--- config.mk ---
export PLATFORM = sky130hd
export DESIGN_NAME = emis_irq_top
export DESIGN_NICKNAME = d
export VERILOG_FILES = /design/src/emis_pkg.sv /design/src/emis_sync.sv /design/src/emis_wait_timer.sv /design/src/emis_irq_top.sv
export SDC_FILE = /design/constraint.sdc
export NUM_CORES = 1
export LEC_CHECK = 0
export BUFFER_PORTS_ARGS = -buffer_cell sky130_fd_sc_hd__clkbuf_2
export CAP_MARGIN = 10
export CORE_AREA = 2 2 70 72
export DETAILED_ROUTE_END_ITERATION = 8
export DIE_AREA = 0 0 72 74
export PLACE_DENSITY_LB_ADDON = 0.2
export SLEW_MARGIN = 25
export SYNTH_ARGS = -nofsm -noshare
export SYNTH_HDL_FRONTEND = slang
export SYNTH_SLANG_ARGS = --single-unit
--- constraint.sdc ---
create_clock -name I_SYS_CLK -period 2.96 [get_ports I_SYS_CLK]
set_input_delay 0.296 -clock I_SYS_CLK [delete_from_list [all_inputs] [get_ports I_SYS_CLK]]
set_output_delay 0.296 -clock I_SYS_CLK [all_outputs]
set_load 0.02 [all_outputs]
--- src/emis_pkg.sv ---
package emis_pkg;
  // ==================================================================
  // register map
  localparam logic [7:0] OFS_RAW      = 8'h40;
  localparam logic [7:0] OFS_MASKED   = 8'h44;
  localparam logic [7:0] OFS_EN_SET   = 8'h48;
  localparam logic [7:0] OFS_EN_CLEAR = 8'h4C;
  localparam logic [7:0] OFS_WAIT_CFG = 8'h50;
  // ==================================================================
  // field positions
  localparam int BIT_TIMEOUT   = 0;
  localparam int BIT_LINE_TRAP = 1;
  localparam int BIT_WAIT_RISE = 2;
  localparam int NUM_EVENTS    = 3;
  // ==================================================================
  // reset values and counts
  localparam logic [2:0]  FLAGS_RESET    = 3'h0;
  localparam logic [7:0]  MAX_WAIT_RESET = 8'h80;
  localparam int          WAIT_CNT_W     = 8;
  // ==================================================================
  // carriers
  typedef struct packed {
    logic       read;
    logic       write;
    logic [7:0] address;
    logic [31:0] writedata;
  } emis_req_s;

  typedef struct packed {
    logic [2:0] raw;
    logic [2:0] masked;
    logic [2:0] enable;
  } emis_flags_s;
endpackage

--- src/emis_sync.sv ---
`timescale 1ns/1ps
`default_nettype none
module emis_sync (
  // clock and reset
  input  wire logic I_SYS_CLK,
  input  wire logic I_RESET,
  // pin
  input  wire logic i_async,
  output logic      o_sync
);
  logic [1:0] stage;
  logic [1:0] next_stage;

  // first stage feeds only the second
  always_comb begin
    next_stage = {stage[0], i_async};
  end

  always_ff @(posedge I_SYS_CLK) begin
    if (I_RESET) begin
      stage <= 2'h3;
    end else begin
      stage <= next_stage;
    end
  end

  assign o_sync = stage[1];
endmodule
`default_nettype wire

--- src/emis_wait_timer.sv ---
`timescale 1ns/1ps
`default_nettype none
module emis_wait_timer #(
  parameter int CNT_W = emis_pkg::WAIT_CNT_W
) (
  // clock and reset
  input  wire logic             I_SYS_CLK,
  input  wire logic             I_RESET,
  // access status
  input  wire logic             i_ext_access,
  input  wire logic             i_wait_active,
  input  wire logic [CNT_W-1:0] i_max_cycles,
  // event
  output logic                  o_timeout
);
  initial begin
    if (CNT_W < 1 || CNT_W > 16) begin
      $error("emis_wait_timer: CNT_W out of range");
    end
  end

  typedef struct packed {
    logic [CNT_W-1:0] count;
    logic             fired;
    logic             pulse;
  } emis_tmr_s;

  emis_tmr_s st;
  emis_tmr_s next_st;

  // one pulse per stretched access, the count restarts once wait drops
  always_comb begin
    next_st       = st;
    next_st.pulse = 1'b0;
    if (!(i_ext_access && i_wait_active)) begin
      next_st.count = '0;
      next_st.fired = 1'b0;
    end else if (!st.fired) begin
      if (st.count >= i_max_cycles) begin
        next_st.fired = 1'b1;
        next_st.pulse = 1'b1;
      end else begin
        next_st.count = st.count + 1'b1;
      end
    end
  end

  always_ff @(posedge I_SYS_CLK) begin
    if (I_RESET) begin
      st <= '0;
    end else begin
      st <= next_st;
    end
  end

  assign o_timeout = st.pulse;

  timeout_once_a: assert property (@(posedge I_SYS_CLK) disable iff (I_RESET)
    o_timeout |=> !o_timeout) else $error("timeout pulse repeated");
  timeout_cause_a: assert property (@(posedge I_SYS_CLK) disable iff (I_RESET)
    o_timeout |-> $past(i_ext_access) && $past(i_wait_active))
    else $error("timeout without stretched access");
endmodule
`default_nettype wire

--- src/emis_irq_top.sv ---
// Local design decision: the Avalon-MM register port.
`timescale 1ns/1ps
`default_nettype none
module emis_irq_top #(
  parameter bit HAS_WAIT_PIN = 1'b1
) (
  // clock and reset
  input  wire logic        I_SYS_CLK,
  input  wire logic        I_RESET,
  // avalon-mm slave
  input  wire logic [7:0]  I_AVS_ADDRESS,
  input  wire logic        I_AVS_READ,
  input  wire logic        I_AVS_WRITE,
  input  wire logic [3:0]  I_AVS_BYTEENABLE,
  input  wire logic [31:0] I_AVS_WRITEDATA,
  output logic [31:0]      O_AVS_READDATA,
  output logic             O_AVS_WAITREQUEST,
  // memory controller events
  input  wire logic        I_EXT_WAIT_IN_N,
  input  wire logic        I_EXT_ACCESS,
  input  wire logic        I_LINE_TRAP,
  // interrupt
  output logic             O_IRQ_PULSE,
  // diagnostics
  output logic [2:0]       O_ENABLE
);
  // ==================================================================
  // state
  typedef struct packed {
    emis_pkg::emis_flags_s flags;
    logic [7:0]            max_wait;
    logic                  wait_prev;
    logic                  irq;
    logic                  ack;
    logic [31:0]           rdata;
  } emis_state_s;

  emis_state_s st;
  emis_state_s next_st;

  // pin idle level in the edge memory, so no false rise after reset
  localparam emis_state_s ST_RESET = '{
    flags:     '{raw:    emis_pkg::FLAGS_RESET,
                 masked: emis_pkg::FLAGS_RESET,
                 enable: emis_pkg::FLAGS_RESET},
    max_wait:  emis_pkg::MAX_WAIT_RESET,
    wait_prev: 1'b1,
    irq:       1'b0,
    ack:       1'b0,
    rdata:     32'h0
  };

  // bus request carried as one word
  emis_pkg::emis_req_s req;

  assign req = '{read:      I_AVS_READ,
                 write:     I_AVS_WRITE,
                 address:   I_AVS_ADDRESS,
                 writedata: I_AVS_WRITEDATA};

  logic wait_sync;
  logic timeout_evt;
  logic wait_active;

  // ==================================================================
  // pin and timer
  emis_sync u_sync (
    .I_SYS_CLK (I_SYS_CLK),
    .I_RESET   (I_RESET),
    .i_async   (I_EXT_WAIT_IN_N),
    .o_sync    (wait_sync)
  );

  // wait asserted low on the pin
  assign wait_active = !wait_sync;

  emis_wait_timer #(
    .CNT_W (emis_pkg::WAIT_CNT_W)
  ) u_timer (
    .I_SYS_CLK     (I_SYS_CLK),
    .I_RESET       (I_RESET),
    .i_ext_access  (I_EXT_ACCESS),
    .i_wait_active (wait_active),
    .i_max_cycles  (st.max_wait),
    .o_timeout     (timeout_evt)
  );

  // ==================================================================
  // next state
  logic [2:0] evt;
  logic [2:0] wr_clr;
  logic [2:0] wr_en_set;
  logic [2:0] wr_en_clr;
  logic       wr_go;
  logic       rd_go;

  always_comb begin
    wr_go = req.write && !st.ack && I_AVS_BYTEENABLE[0];
    rd_go = req.read && !st.ack;
    evt = 3'h0;
    evt[emis_pkg::BIT_TIMEOUT]   = timeout_evt;
    evt[emis_pkg::BIT_LINE_TRAP] = I_LINE_TRAP;
    evt[emis_pkg::BIT_WAIT_RISE] = wait_sync && !st.wait_prev;
    if (!HAS_WAIT_PIN) begin
      evt = 3'h0;
    end
    wr_clr    = 3'h0;
    wr_en_set = 3'h0;
    wr_en_clr = 3'h0;
    if (wr_go && HAS_WAIT_PIN) begin
      unique case (req.address)
        emis_pkg::OFS_RAW:      wr_clr    = req.writedata[2:0];
        emis_pkg::OFS_MASKED:   wr_clr    = req.writedata[2:0];
        emis_pkg::OFS_EN_SET:   wr_en_set = req.writedata[2:0];
        emis_pkg::OFS_EN_CLEAR: wr_en_clr = req.writedata[2:0];
        default: wr_clr = 3'h0;
      endcase
    end

    next_st = st;
    next_st.wait_prev = wait_sync;
    // set wins over a same-cycle clear
    next_st.flags.raw    = (st.flags.raw & ~wr_clr) | evt;
    // set register cannot clear
    next_st.flags.enable = (st.flags.enable | wr_en_set) & ~wr_en_clr;
    // gated by the enable as it stood when the event came
    next_st.flags.masked = (st.flags.masked & ~wr_clr)
                           | (evt & st.flags.enable);
    // a disabled source keeps no masked flag, so it reads 0
    next_st.flags.masked = next_st.flags.masked & next_st.flags.enable;
    if (wr_go && req.address == emis_pkg::OFS_WAIT_CFG) begin
      next_st.max_wait = I_AVS_WRITEDATA[7:0];
    end
    next_st.irq = next_st.flags.masked[emis_pkg::BIT_TIMEOUT]
                  && !st.flags.masked[emis_pkg::BIT_TIMEOUT];

    next_st.ack   = (req.read || req.write) && !st.ack;
    next_st.rdata = 32'h0;
    if (rd_go) begin
      unique case (req.address)
        emis_pkg::OFS_RAW:      next_st.rdata[2:0] = st.flags.raw;
        emis_pkg::OFS_MASKED:   next_st.rdata[2:0] = st.flags.masked;
        emis_pkg::OFS_EN_SET,
        emis_pkg::OFS_EN_CLEAR: next_st.rdata[2:0] = st.flags.enable;
        emis_pkg::OFS_WAIT_CFG: next_st.rdata[7:0] = st.max_wait;
        default:                next_st.rdata = 32'h0;
      endcase
      if (!HAS_WAIT_PIN && req.address != emis_pkg::OFS_WAIT_CFG) begin
        next_st.rdata = 32'h0;
      end
    end
  end

  // ==================================================================
  // registers
  always_ff @(posedge I_SYS_CLK) begin
    if (I_RESET) begin
      st <= ST_RESET;
    end else begin
      st <= next_st;
    end
  end

  // one wait state per access, answer on the second edge
  assign O_AVS_WAITREQUEST = (req.read || req.write) && !st.ack;
  assign O_AVS_READDATA    = st.rdata;
  assign O_IRQ_PULSE       = st.irq;
  assign O_ENABLE          = st.flags.enable;

  // ==================================================================
  // checks
  // one flag, enable and clear path per event source
  for (genvar i = 0; i < emis_pkg::NUM_EVENTS; i++) begin : g_evt_chk
    evt_raw_a: assert property (@(posedge I_SYS_CLK) disable iff (I_RESET)
      evt[i] |=> st.flags.raw[i])
      else $error("raw flag lost");
    raw_clear_a: assert property (@(posedge I_SYS_CLK) disable iff (I_RESET)
      (wr_clr[i] && !evt[i]) |=> !st.flags.raw[i] && !st.flags.masked[i])
      else $error("flag clear failed");
    masked_gate_a: assert property (@(posedge I_SYS_CLK) disable iff (I_RESET)
      $rose(st.flags.masked[i]) |-> $past(st.flags.enable[i]) && $past(evt[i]))
      else $error("ungated masked flag");
    masked_off_a: assert property (@(posedge I_SYS_CLK) disable iff (I_RESET)
      !st.flags.enable[i] |-> !st.flags.masked[i])
      else $error("masked flag while disabled");
    masked_sub_a: assert property (@(posedge I_SYS_CLK) disable iff (I_RESET)
      st.flags.masked[i] |-> st.flags.raw[i])
      else $error("masked flag without raw");
    enable_set_a: assert property (@(posedge I_SYS_CLK) disable iff (I_RESET)
      (wr_en_set[i] && !wr_en_clr[i]) |=> O_ENABLE[i])
      else $error("enable not set");
    enable_clr_a: assert property (@(posedge I_SYS_CLK) disable iff (I_RESET)
      wr_en_clr[i] |=> !O_ENABLE[i])
      else $error("enable not cleared");
    enable_keep_a: assert property (@(posedge I_SYS_CLK) disable iff (I_RESET)
      (!wr_en_set[i] && !wr_en_clr[i]) |=> O_ENABLE[i] == $past(O_ENABLE[i]))
      else $error("enable changed without write");
  end

  // event sources
  timeout_raw_a: assert property (@(posedge I_SYS_CLK) disable iff (I_RESET)
    (HAS_WAIT_PIN && timeout_evt) |=> st.flags.raw[emis_pkg::BIT_TIMEOUT])
    else $error("raw timeout lost");
  wait_rise_a: assert property (@(posedge I_SYS_CLK) disable iff (I_RESET)
    (HAS_WAIT_PIN && wait_sync && !st.wait_prev) |=> st.flags.raw[emis_pkg::BIT_WAIT_RISE])
    else $error("wait rise lost");

  // interrupt pulse
  irq_pulse_a: assert property (@(posedge I_SYS_CLK) disable iff (I_RESET)
    O_IRQ_PULSE |-> st.flags.masked[emis_pkg::BIT_TIMEOUT]
                    && !$past(st.flags.masked[emis_pkg::BIT_TIMEOUT]))
    else $error("irq without masked rise");
  irq_cause_a: assert property (@(posedge I_SYS_CLK) disable iff (I_RESET)
    $rose(st.flags.masked[emis_pkg::BIT_TIMEOUT]) |-> O_IRQ_PULSE)
    else $error("masked rise without irq");
  irq_width_a: assert property (@(posedge I_SYS_CLK) disable iff (I_RESET)
    O_IRQ_PULSE |=> !O_IRQ_PULSE)
    else $error("irq pulse too wide");

  // register bus
  one_wait_a: assert property (@(posedge I_SYS_CLK) disable iff (I_RESET)
    O_AVS_WAITREQUEST |=> !O_AVS_WAITREQUEST)
    else $error("second wait state");
  rd_idle_a: assert property (@(posedge I_SYS_CLK) disable iff (I_RESET)
    !$past(rd_go) |-> O_AVS_READDATA == 32'h0)
    else $error("read data outside answer");
  rd_upper_a: assert property (@(posedge I_SYS_CLK) disable iff (I_RESET)
    $past(I_AVS_ADDRESS) != emis_pkg::OFS_WAIT_CFG |-> O_AVS_READDATA[31:3] == 29'h0)
    else $error("reserved bits set");
  upper_zero_a: assert property (@(posedge I_SYS_CLK) disable iff (I_RESET)
    O_AVS_READDATA[31:8] == 24'h0)
    else $error("upper bits set");
  rd_enable_a: assert property (@(posedge I_SYS_CLK) disable iff (I_RESET)
    (HAS_WAIT_PIN && $past(rd_go) && $past(I_AVS_ADDRESS) == emis_pkg::OFS_EN_CLEAR)
    |-> O_AVS_READDATA[2:0] == $past(O_ENABLE))
    else $error("clear register not the enable state");

  // variant without the wait pin
  rd_reserved_a: assert property (@(posedge I_SYS_CLK) disable iff (I_RESET)
    (!HAS_WAIT_PIN && $past(I_AVS_ADDRESS) != emis_pkg::OFS_WAIT_CFG)
    |-> O_AVS_READDATA == 32'h0)
    else $error("reserved register not zero");
  no_state_a: assert property (@(posedge I_SYS_CLK) disable iff (I_RESET)
    !HAS_WAIT_PIN |-> st.flags.raw == 3'h0 && st.flags.masked == 3'h0
                      && st.flags.enable == 3'h0)
    else $error("reserved state not zero");
endmodule
`default_nettype wire

==> results of run 1 <==
registers in the layout, indices dropped and copies added (netlist names):
name	flops
O_ENABLE	3
u_sync.stage	2
O_AVS_READDATA	8
O_IRQ_PULSE	1
u_timer.st	9
u_timer.o_timeout	1
st	16
layer usage:
layer	part of all wire, %	vias up	GRT usage, %
met2	45	51	22.3
met4	0.99	0	6.29
met3	6.3	4	3.52
met1	48	713	17.9
met5	0	-	0
li1	-	820	-
per-stage QoR:
| step | cells | hold WS [ns] | utilization [%] |
|---|---|---|---|
| 5_1_grt | 324 | 0.172 | 50.0 |
| 6_report | 324 | 0.185 | 50.0 |
| 2_1_floorplan | 266 | 0.389 | - |
| 3_3_place_gp | 316 | 0.395 | 47.3 |
| 3_5_place_dp | 316 | 0.397 | 47.3 |
| 4_1_cts | 324 | 0.182 | 50.0 |
layout by cell type, fill, tap and decap left out, types with 9 or more instances in the layout:
master / Yosys / final
conb_1: 1 / 24
inv_1: 14 / 14
clkbuf_2: 0 / 36
nand2_1: 15 / 15
dfxtp_1: 40 / 40
nor2_1: 27 / 27
ha_1: 9 / 9
mux2i_1: 14 / 14
nand3_1: 9 / 9
a21oi_1: 12 / 12
power groups by stage:
| stage | Combinational, uW | Sequential, uW | Clock, uW |
|---|---|---|---|
| finish | 78.4 | 544 | 484 |
| global route | 85.9 | 545 | 515 |
| CTS | 78.9 | 544 | 496 |
| detailed placement | 78.8 | 557 | 0 |
| global placement | 77.9 | 557 | 0 |
| floorplan | 79.8 | 556 | 0 |
path summary, 6_finish.rpt:
kind | slack [ns] | start | end
worst min-delay path | 0.19 | I_EXT_WAIT_IN_N | u_sync.stage[0]$_SDFF_PP1_
worst min register to register | 0.41 | u_sync.stage[0]$_SDFF_PP1_ | u_sync.stage[1]$_SDFF_PP1_
worst max register to register | 0.82 | u_timer.st[2]$_SDFFE_PP0P_ | u_timer.st[7]$_SDFFE_PP0P_
worst max-delay path | 0.82 | u_timer.st[2]$_SDFFE_PP0P_ | u_timer.st[7]$_SDFFE_PP0P_
cell type report:
cell class,count,share of cell area (%)
Clock buffer,7,4.19
Clock inverter,1,1.31
Inverter,14,2.28
Multi-Input combinational cell,171,46.3
Sequential cell,40,34.8
Tap cell,54,2.94
Timing Repair Buffer,37,8.16
logic make-up (layout without fill, tap and decap cells):
logic type,count (synthesis),after routing
simple gates,87,87
buf+inv,55,59
flops,40,40
compound gates,36,36
mux,14,14
fa+ha+maj,9,9
other cells,1,24
xor+xnor,1,1
critical path: stages (launching register included):
cell and delay (ns):
dfxtp_1 0.42, inv_1 0.07, ha_1 0.26, nand2b_1 0.14, a2111o_1 0.45, a31oi_1 0.18
buf_4 0.21, a31oi_1 0.10, a41o_1 0.21
==> impl_results.md, run 1 <==
- Outcome: complete, no violations
- Worst Path Required: 3.14 ns
- Startpoint Class: flip-flop
- Total negative slack: 0 ns
- PD cells: 481 nW/um^2
- Slew HR: 63.5%
- Share of layout cells above drive strength 1: 21.5%
- Post-synth EDFFs: 0
- Worst clock skew: 0.00579 ns
- Diode count: 0
- FF+latch count, synth: 40
- Initial Util: 46.2%
- CTS tree: built
- Post-Synth Adder-Cell Area: 5.30%
- Final worst-path cycle share: 72.2%
- Clock share of power: 43.7%
- WHS Path Cells: 2
- IO Port Bufs: 36
- Clk slew on worst S/H paths: 0.08 ns
- H-tree depth: 2
- Slew @ Worst Pin: 0.545 ns
- Synth Area in Compound Gates: 11.4%
- Die height: 74 um
- Simple-Gate Fraction of Synth Area: 22.2%
- Post-synthesis mux area share: 6.60%
- Clk buf depth: 2
- RD Place Congestion: 0.766
- Gate Count Post-Synth: 243
- Vias in the first global route: 1315
- HP Class: in -> reg
- Post-synthesis xor/xnor area fraction: 0.412%
- Grt ovf: 0
- Post-cts sizing count: 0
- Cell variety after synth: 43
- 1st-iter DRT viols: 78
- Core area: 4600 sq um
- Nets: 329
- # IOs: 88
- Remaining DRCs: 0
- Total power: 1110 uW
- Final-report hold violation count: 0
- Final Max Slew Viols: 0
- Drt total wl: 3620 um
- Cts hold-fix bufs: 0
- Sw frac: 22.1%
- Prevailing post-synth register cell: dfxtp_1
- First-pass GRT wire length: 5800 um
- Highest clock rate: 0.468 GHz
- Register area share after synthesis: 37.7%
- CP Class: reg -> reg
- RSZ-0062 raised after global routing: no
- Dpl hpwl: 2720 um
- CP Capture Type: flip-flop
- Internal: 862 uW
- Clk Tree Root Cell: clkbuf_8
- Die area: 5330 sq um
- Mean Syn Cell Area: 8.74 sq um
- First-pass DRT Iterations: 4
- Cells on worst reg2reg path: 8
- Crit path max fanout: 13
- Tmin final: 2.14 ns
- Via count: 1588
- Row Count: 25
- P_sw: 245 uW
- Placed Area: 2170 sq um
- Final worst slack: 0.823 ns
- DIE WIDTH: 72 um
- Post-DRT Antenna Nets: 0
- Sequential fraction of design power: 49.2%
- Clock latency on the worst-skew pair: 0.29 ns
- Reg area: 801 sq um
- Top-count cell post-synth: dfxtp_1
- CTS Sinks: 40
- Area occupied by multi-input gates: 1070 sq um
- Postcts setup bufs: 0
- Final setup violation count: 0
- Place WS: 0.726 ns
- GRT Total Usage: 13.9%
- Yosys warns: 0
- Pin count of the biggest net entering global routing: 23
- Drt via density: 4.90
- Synthesis-to-layout area growth: 8.37%
- Mapped Area: 2120 sq um
- Lkg Pwr: 0.00104 uW
- Initial antenna violation count: 0
- Final instance area: 2300 sq um
- Most frequent cells after synthesis: 40 x dfxtp_1, 36 x buf_4, 27 x nor2_1
- Comb power frac: 7.1%
- DR WL/cell: 11.2 um
- CTS buffer count: 5
- Count of maximum capacitance violations: 0
- Largest family of logic cells by synthesized area: simple AND/OR/NAND/NOR gates
- Synth async-reset ratio: 0%
- Yosys top cell by area: dfxtp_1
- Filler Cell Count: 444
- Crit path arrival time: 2.32 ns
- Area contributors post-synth: dfxtp_1 38%, buf_4 13%, mux2i_1 6.6%
- Max VDD drop: 0.231 mV
- Synth top area share: 37.7%
(Power assumes the default switching activity.)
==> run 2, diff against run 1 <==
--- a/config.mk
+++ b/config.mk
@@ -5,11 +5,12 @@
 export SDC_FILE = /design/constraint.sdc
 export NUM_CORES = 1
 export LEC_CHECK = 0
+export ABC_AREA = 1
 export BUFFER_PORTS_ARGS = -buffer_cell sky130_fd_sc_hd__clkbuf_2
 export CAP_MARGIN = 10
-export CORE_AREA = 2 2 70 72
+export CORE_AREA = 2 2 71 73
 export DETAILED_ROUTE_END_ITERATION = 8
-export DIE_AREA = 0 0 72 74
+export DIE_AREA = 0 0 73 75
 export PLACE_DENSITY_LB_ADDON = 0.2
 export SLEW_MARGIN = 25
 export SYNTH_ARGS = -nofsm -noshare
==> constraint.sdc (replaced) <==
create_clock -name I_SYS_CLK -period 2 [get_ports I_SYS_CLK]
set_input_delay 0.2 -clock I_SYS_CLK [delete_from_list [all_inputs] [get_ports I_SYS_CLK]]
set_output_delay 0.2 -clock I_SYS_CLK [all_outputs]
set_load 0.02 [all_outputs]
==> run 2 against run 1 <==
Largest cell class unchanged. Highest routed layer unchanged. Clock power up 15%. Power grew 33%. Via count grew 16%. Critical path type unchanged. Non-clock buffer count grew 2. Critical endpoint is now u_timer.st[3]$_SDFFE_PP0P_. Worst hold slack got worse by 0.095 ns. Cell area up 1.6%.
==> impl_results.md, run 2 <==
- Clk Tree Root Cell: clkbuf_8
- FF+latch count, synth: 40 (unchanged)
- Mean Syn Cell Area: 6.85 sq um (-22%)
- Nets: 408 (+24%)
- Commonest non-fill, non-tap cells in the layout: 65 x nand2_1, 53 x nor2_1, 42 x inv_1
- Register area share after synthesis: 36.8% (-0.93 points)
- Synth async-reset ratio: 0% (unchanged)
- Area contributors post-synth: dfxtp_1 37%, buf_4 12%, nand2_1 11%
- Post-cts sizing count: 0 (unchanged)
- Yosys warns: 0 (unchanged)
- Cts hold-fix bufs: 0 (unchanged)
- GRT Total Usage: 16.0% (+2.1 points)
- Lkg Pwr: 0.00118 uW (+14%)
- Max VDD drop: 0.345 mV (+49%)
- Cell mode on critical path: nor2_1
- Commonest non-fill, non-tap cell in the layout: nand2_1
- DIE WIDTH: 73 um (+1.4%)
- Tmin final: 1.76 ns (-0.374 ns)
- Die area: 5480 sq um (+2.8%)
- Clock share of power: 37.7% (-6.0 points)
- Mapped Area: 2180 sq um (+2.5%)
- Sequential fraction of design power: 54.5% (+5.3 points)
- Crit path max fanout: 6 (-7)
- Top-count cell post-synth: nand2_1
- Vias in the first global route: 1566 (+19%)
- Largest Register: st
- Final-report hold violation count: 0 (unchanged)
- H-tree depth: 2 (unchanged)
- Sw frac: 25.1% (+2.9 points)
- Filler Cell Count: 493 (+11%)
- Outcome: complete, no violations
- Place WS: 0.273 ns (-0.453 ns)
- RSZ-0062 raised after global routing: no
- Crit path arrival time: 1.96 ns (-0.36 ns)
- Most frequent cells after synthesis: 65 x nand2_1, 53 x nor2_1, 42 x inv_1
- HP Class: in -> reg
- Area occupied by multi-input gates: 1010 sq um (-5.0%)
- Core area: 4660 sq um (+1.4%)
- Initial antenna violation count: 0 (unchanged)
- Max reg flops: 16 (unchanged)
- Worst Path Required: 2.20 ns (-0.94 ns)
- Clock latency on the worst-skew pair: 0.30 ns (about the same)
- Synthesis-to-layout area growth: 7.41%
- Highest clock rate: 0.567 GHz (+21%)
- DR WL/cell: 9.92 um (-11%)
- Comb power frac: 7.8% (+0.7 points)
- CTS tree: built
- Initial Util: 46.7% (+0.53 points)
- Pin count of the biggest net entering global routing: 17 (-26%)
- Biggest cell delay along the critical path: 0.33 ns (-0.12 ns)
- Prevailing post-synth register cell: dfxtp_1
- Kind of cell adding the most delay to the critical path: simple AND/OR/NAND/NOR gates
- Final setup violation count: 0 (unchanged)
- RD Place Congestion: 0.860 (+12%)
- Final Max Slew Viols: 0 (unchanged)
- Grt ovf: 0 (unchanged)
- Synth top area share: 36.8% (-0.93 points)
- Crit-path slowest cell: dfxtp_1
- Postcts setup bufs: 0 (unchanged)
- Reg area: 801 sq um (unchanged)
- Final worst-path cycle share: 88.2% (+16 points)
- Clk buf depth: 2 (unchanged)
- Yosys top cell by area: dfxtp_1
- Post-synth EDFFs: 0 (unchanged)
- First-pass DRT Iterations: 4 (unchanged)
- Via count: 1835 (+16%)
- Bufs and invs on worst path: 1 (-1)
- Drt total wl: 4000 um (+10%)
- Dpl hpwl: 3180 um (+17%)
- 1st-iter DRT viols: 96 (+23%)
- Die height: 75 um (+1.4%)
- Post-layout util: 50.2% (+0.13 points)
- Startpoint Class: flip-flop
- P_sw: 370 uW (+51%)
- Cell variety after synth: 23 (-47%)
- CP Capture Type: flip-flop
- Row Count: 25 (unchanged)
- Total negative slack: 0 ns (unchanged)
- Count of maximum capacitance violations: 0 (unchanged)
- Drt via density: 4.55 (-7.1%)
- Share of layout cells above drive strength 1: 16.0% (-5.4 points)
- IO Port Bufs: 36 (unchanged)
- # IOs: 88 (unchanged)
- Internal: 1110 uW (+28%)
- Diode count: 0 (unchanged)
- Clk slew on worst S/H paths: 0.08 ns (about the same)
- Post-DRT Antenna Nets: 0 (unchanged)
- CTS buffer count: 5 (unchanged)
- CP Class: reg -> reg
- Crit-path cells: inv_1, ha_1, a21oi_1, nor2_1, nor2_1, nand3_1, nor2_1, nor2_1
- Gate Count Post-Synth: 318 (+31%)
- CTS Sinks: 40 (unchanged)
- Remaining DRCs: 0 (unchanged)
- PD cells: 631 nW/um^2 (+31%)
- First-pass GRT wire length: 6740 um (+16%)
- Final worst slack: 0.236 ns (-0.586 ns)
- Worst clock skew: 0.00869 ns (+0.00290 ns)
## run 2: changes by cell type after synthesis, sizes merged, moves of 14 or more
cell	previous run	this run
inv	14	42
mux2i	14	0
nand2	15	68
nand3	9	26
nor2	27	55
## run 2: path summary, 6_finish.rpt
path | startpoint | end | slack [ns] | depth (start not counted)
setup reg to reg | st[40]$_SDFFE_PP0P_ | u_timer.st[3]$_SDFFE_PP0P_ | 0.24 | 8
hold / removal | I_EXT_WAIT_IN_N | u_sync.stage[0]$_SDFF_PP1_ | 0.09 | 2
hold reg to reg | u_sync.stage[0]$_SDFF_PP1_ | u_sync.stage[1]$_SDFF_PP1_ | 0.41 | 1
setup / recovery | st[40]$_SDFFE_PP0P_ | u_timer.st[3]$_SDFFE_PP0P_ | 0.24 | 8
## run 2: routing by layer
metal / global-route usage, % / vias up / wire length, um
li1: - / 990 / -
met1: 21.4 / 786 / 2000
met2: 25.1 / 52 / 1740
met3: 3.61 / 7 / 203
met4: 6.58 / 0 / 61
met5: 0 / - / 0
## run 2: power by group through the flow
stage | registers, uW | logic, uW | clock network, uW
finish | 805 | 115 | 557
global route | 806 | 129 | 608
CTS | 805 | 115 | 579
detailed placement | 824 | 114 | 0
global placement | 824 | 114 | 0
floorplan | 823 | 111 | 0
## run 2: cell type report
type	instances	share of cell area, %
Inverter	43	6.96
Tap cell	54	2.89
Multi-Input combinational cell	219	43.3
Clock inverter	2	0.428
Clock buffer	6	3.53
Timing Repair Buffer	39	8.67
Sequential cell	40	34.2
## run 2: logic make-up after synthesis
kind of cell	synth area share, %
buffers and inverters	20.7
AOI/OAI and AO/OA	5.63
DFF	36.8
other	0.172
adders and majority gates	5.17
xor gates and xnor gates	0.402
and+or+nand+nor	31.1
## run 2: through the flow
| stage | total power, uW | instances | hold slack (ns) | instance area, sq um |
|---|---|---|---|---|
| 2_1_floorplan | 935 | 341 | 0.277 | 2260 |
| 3_3_place_gp | 938 | 395 | 0.384 | 2250 |
| 3_5_place_dp | 938 | 395 | 0.390 | 2250 |
| 4_1_cts | 1500 | 403 | 0.0818 | 2340 |
| 5_1_grt | 1540 | 403 | 0.0838 | 2340 |
| 6_report | 1480 | 403 | 0.0900 | 2340 |
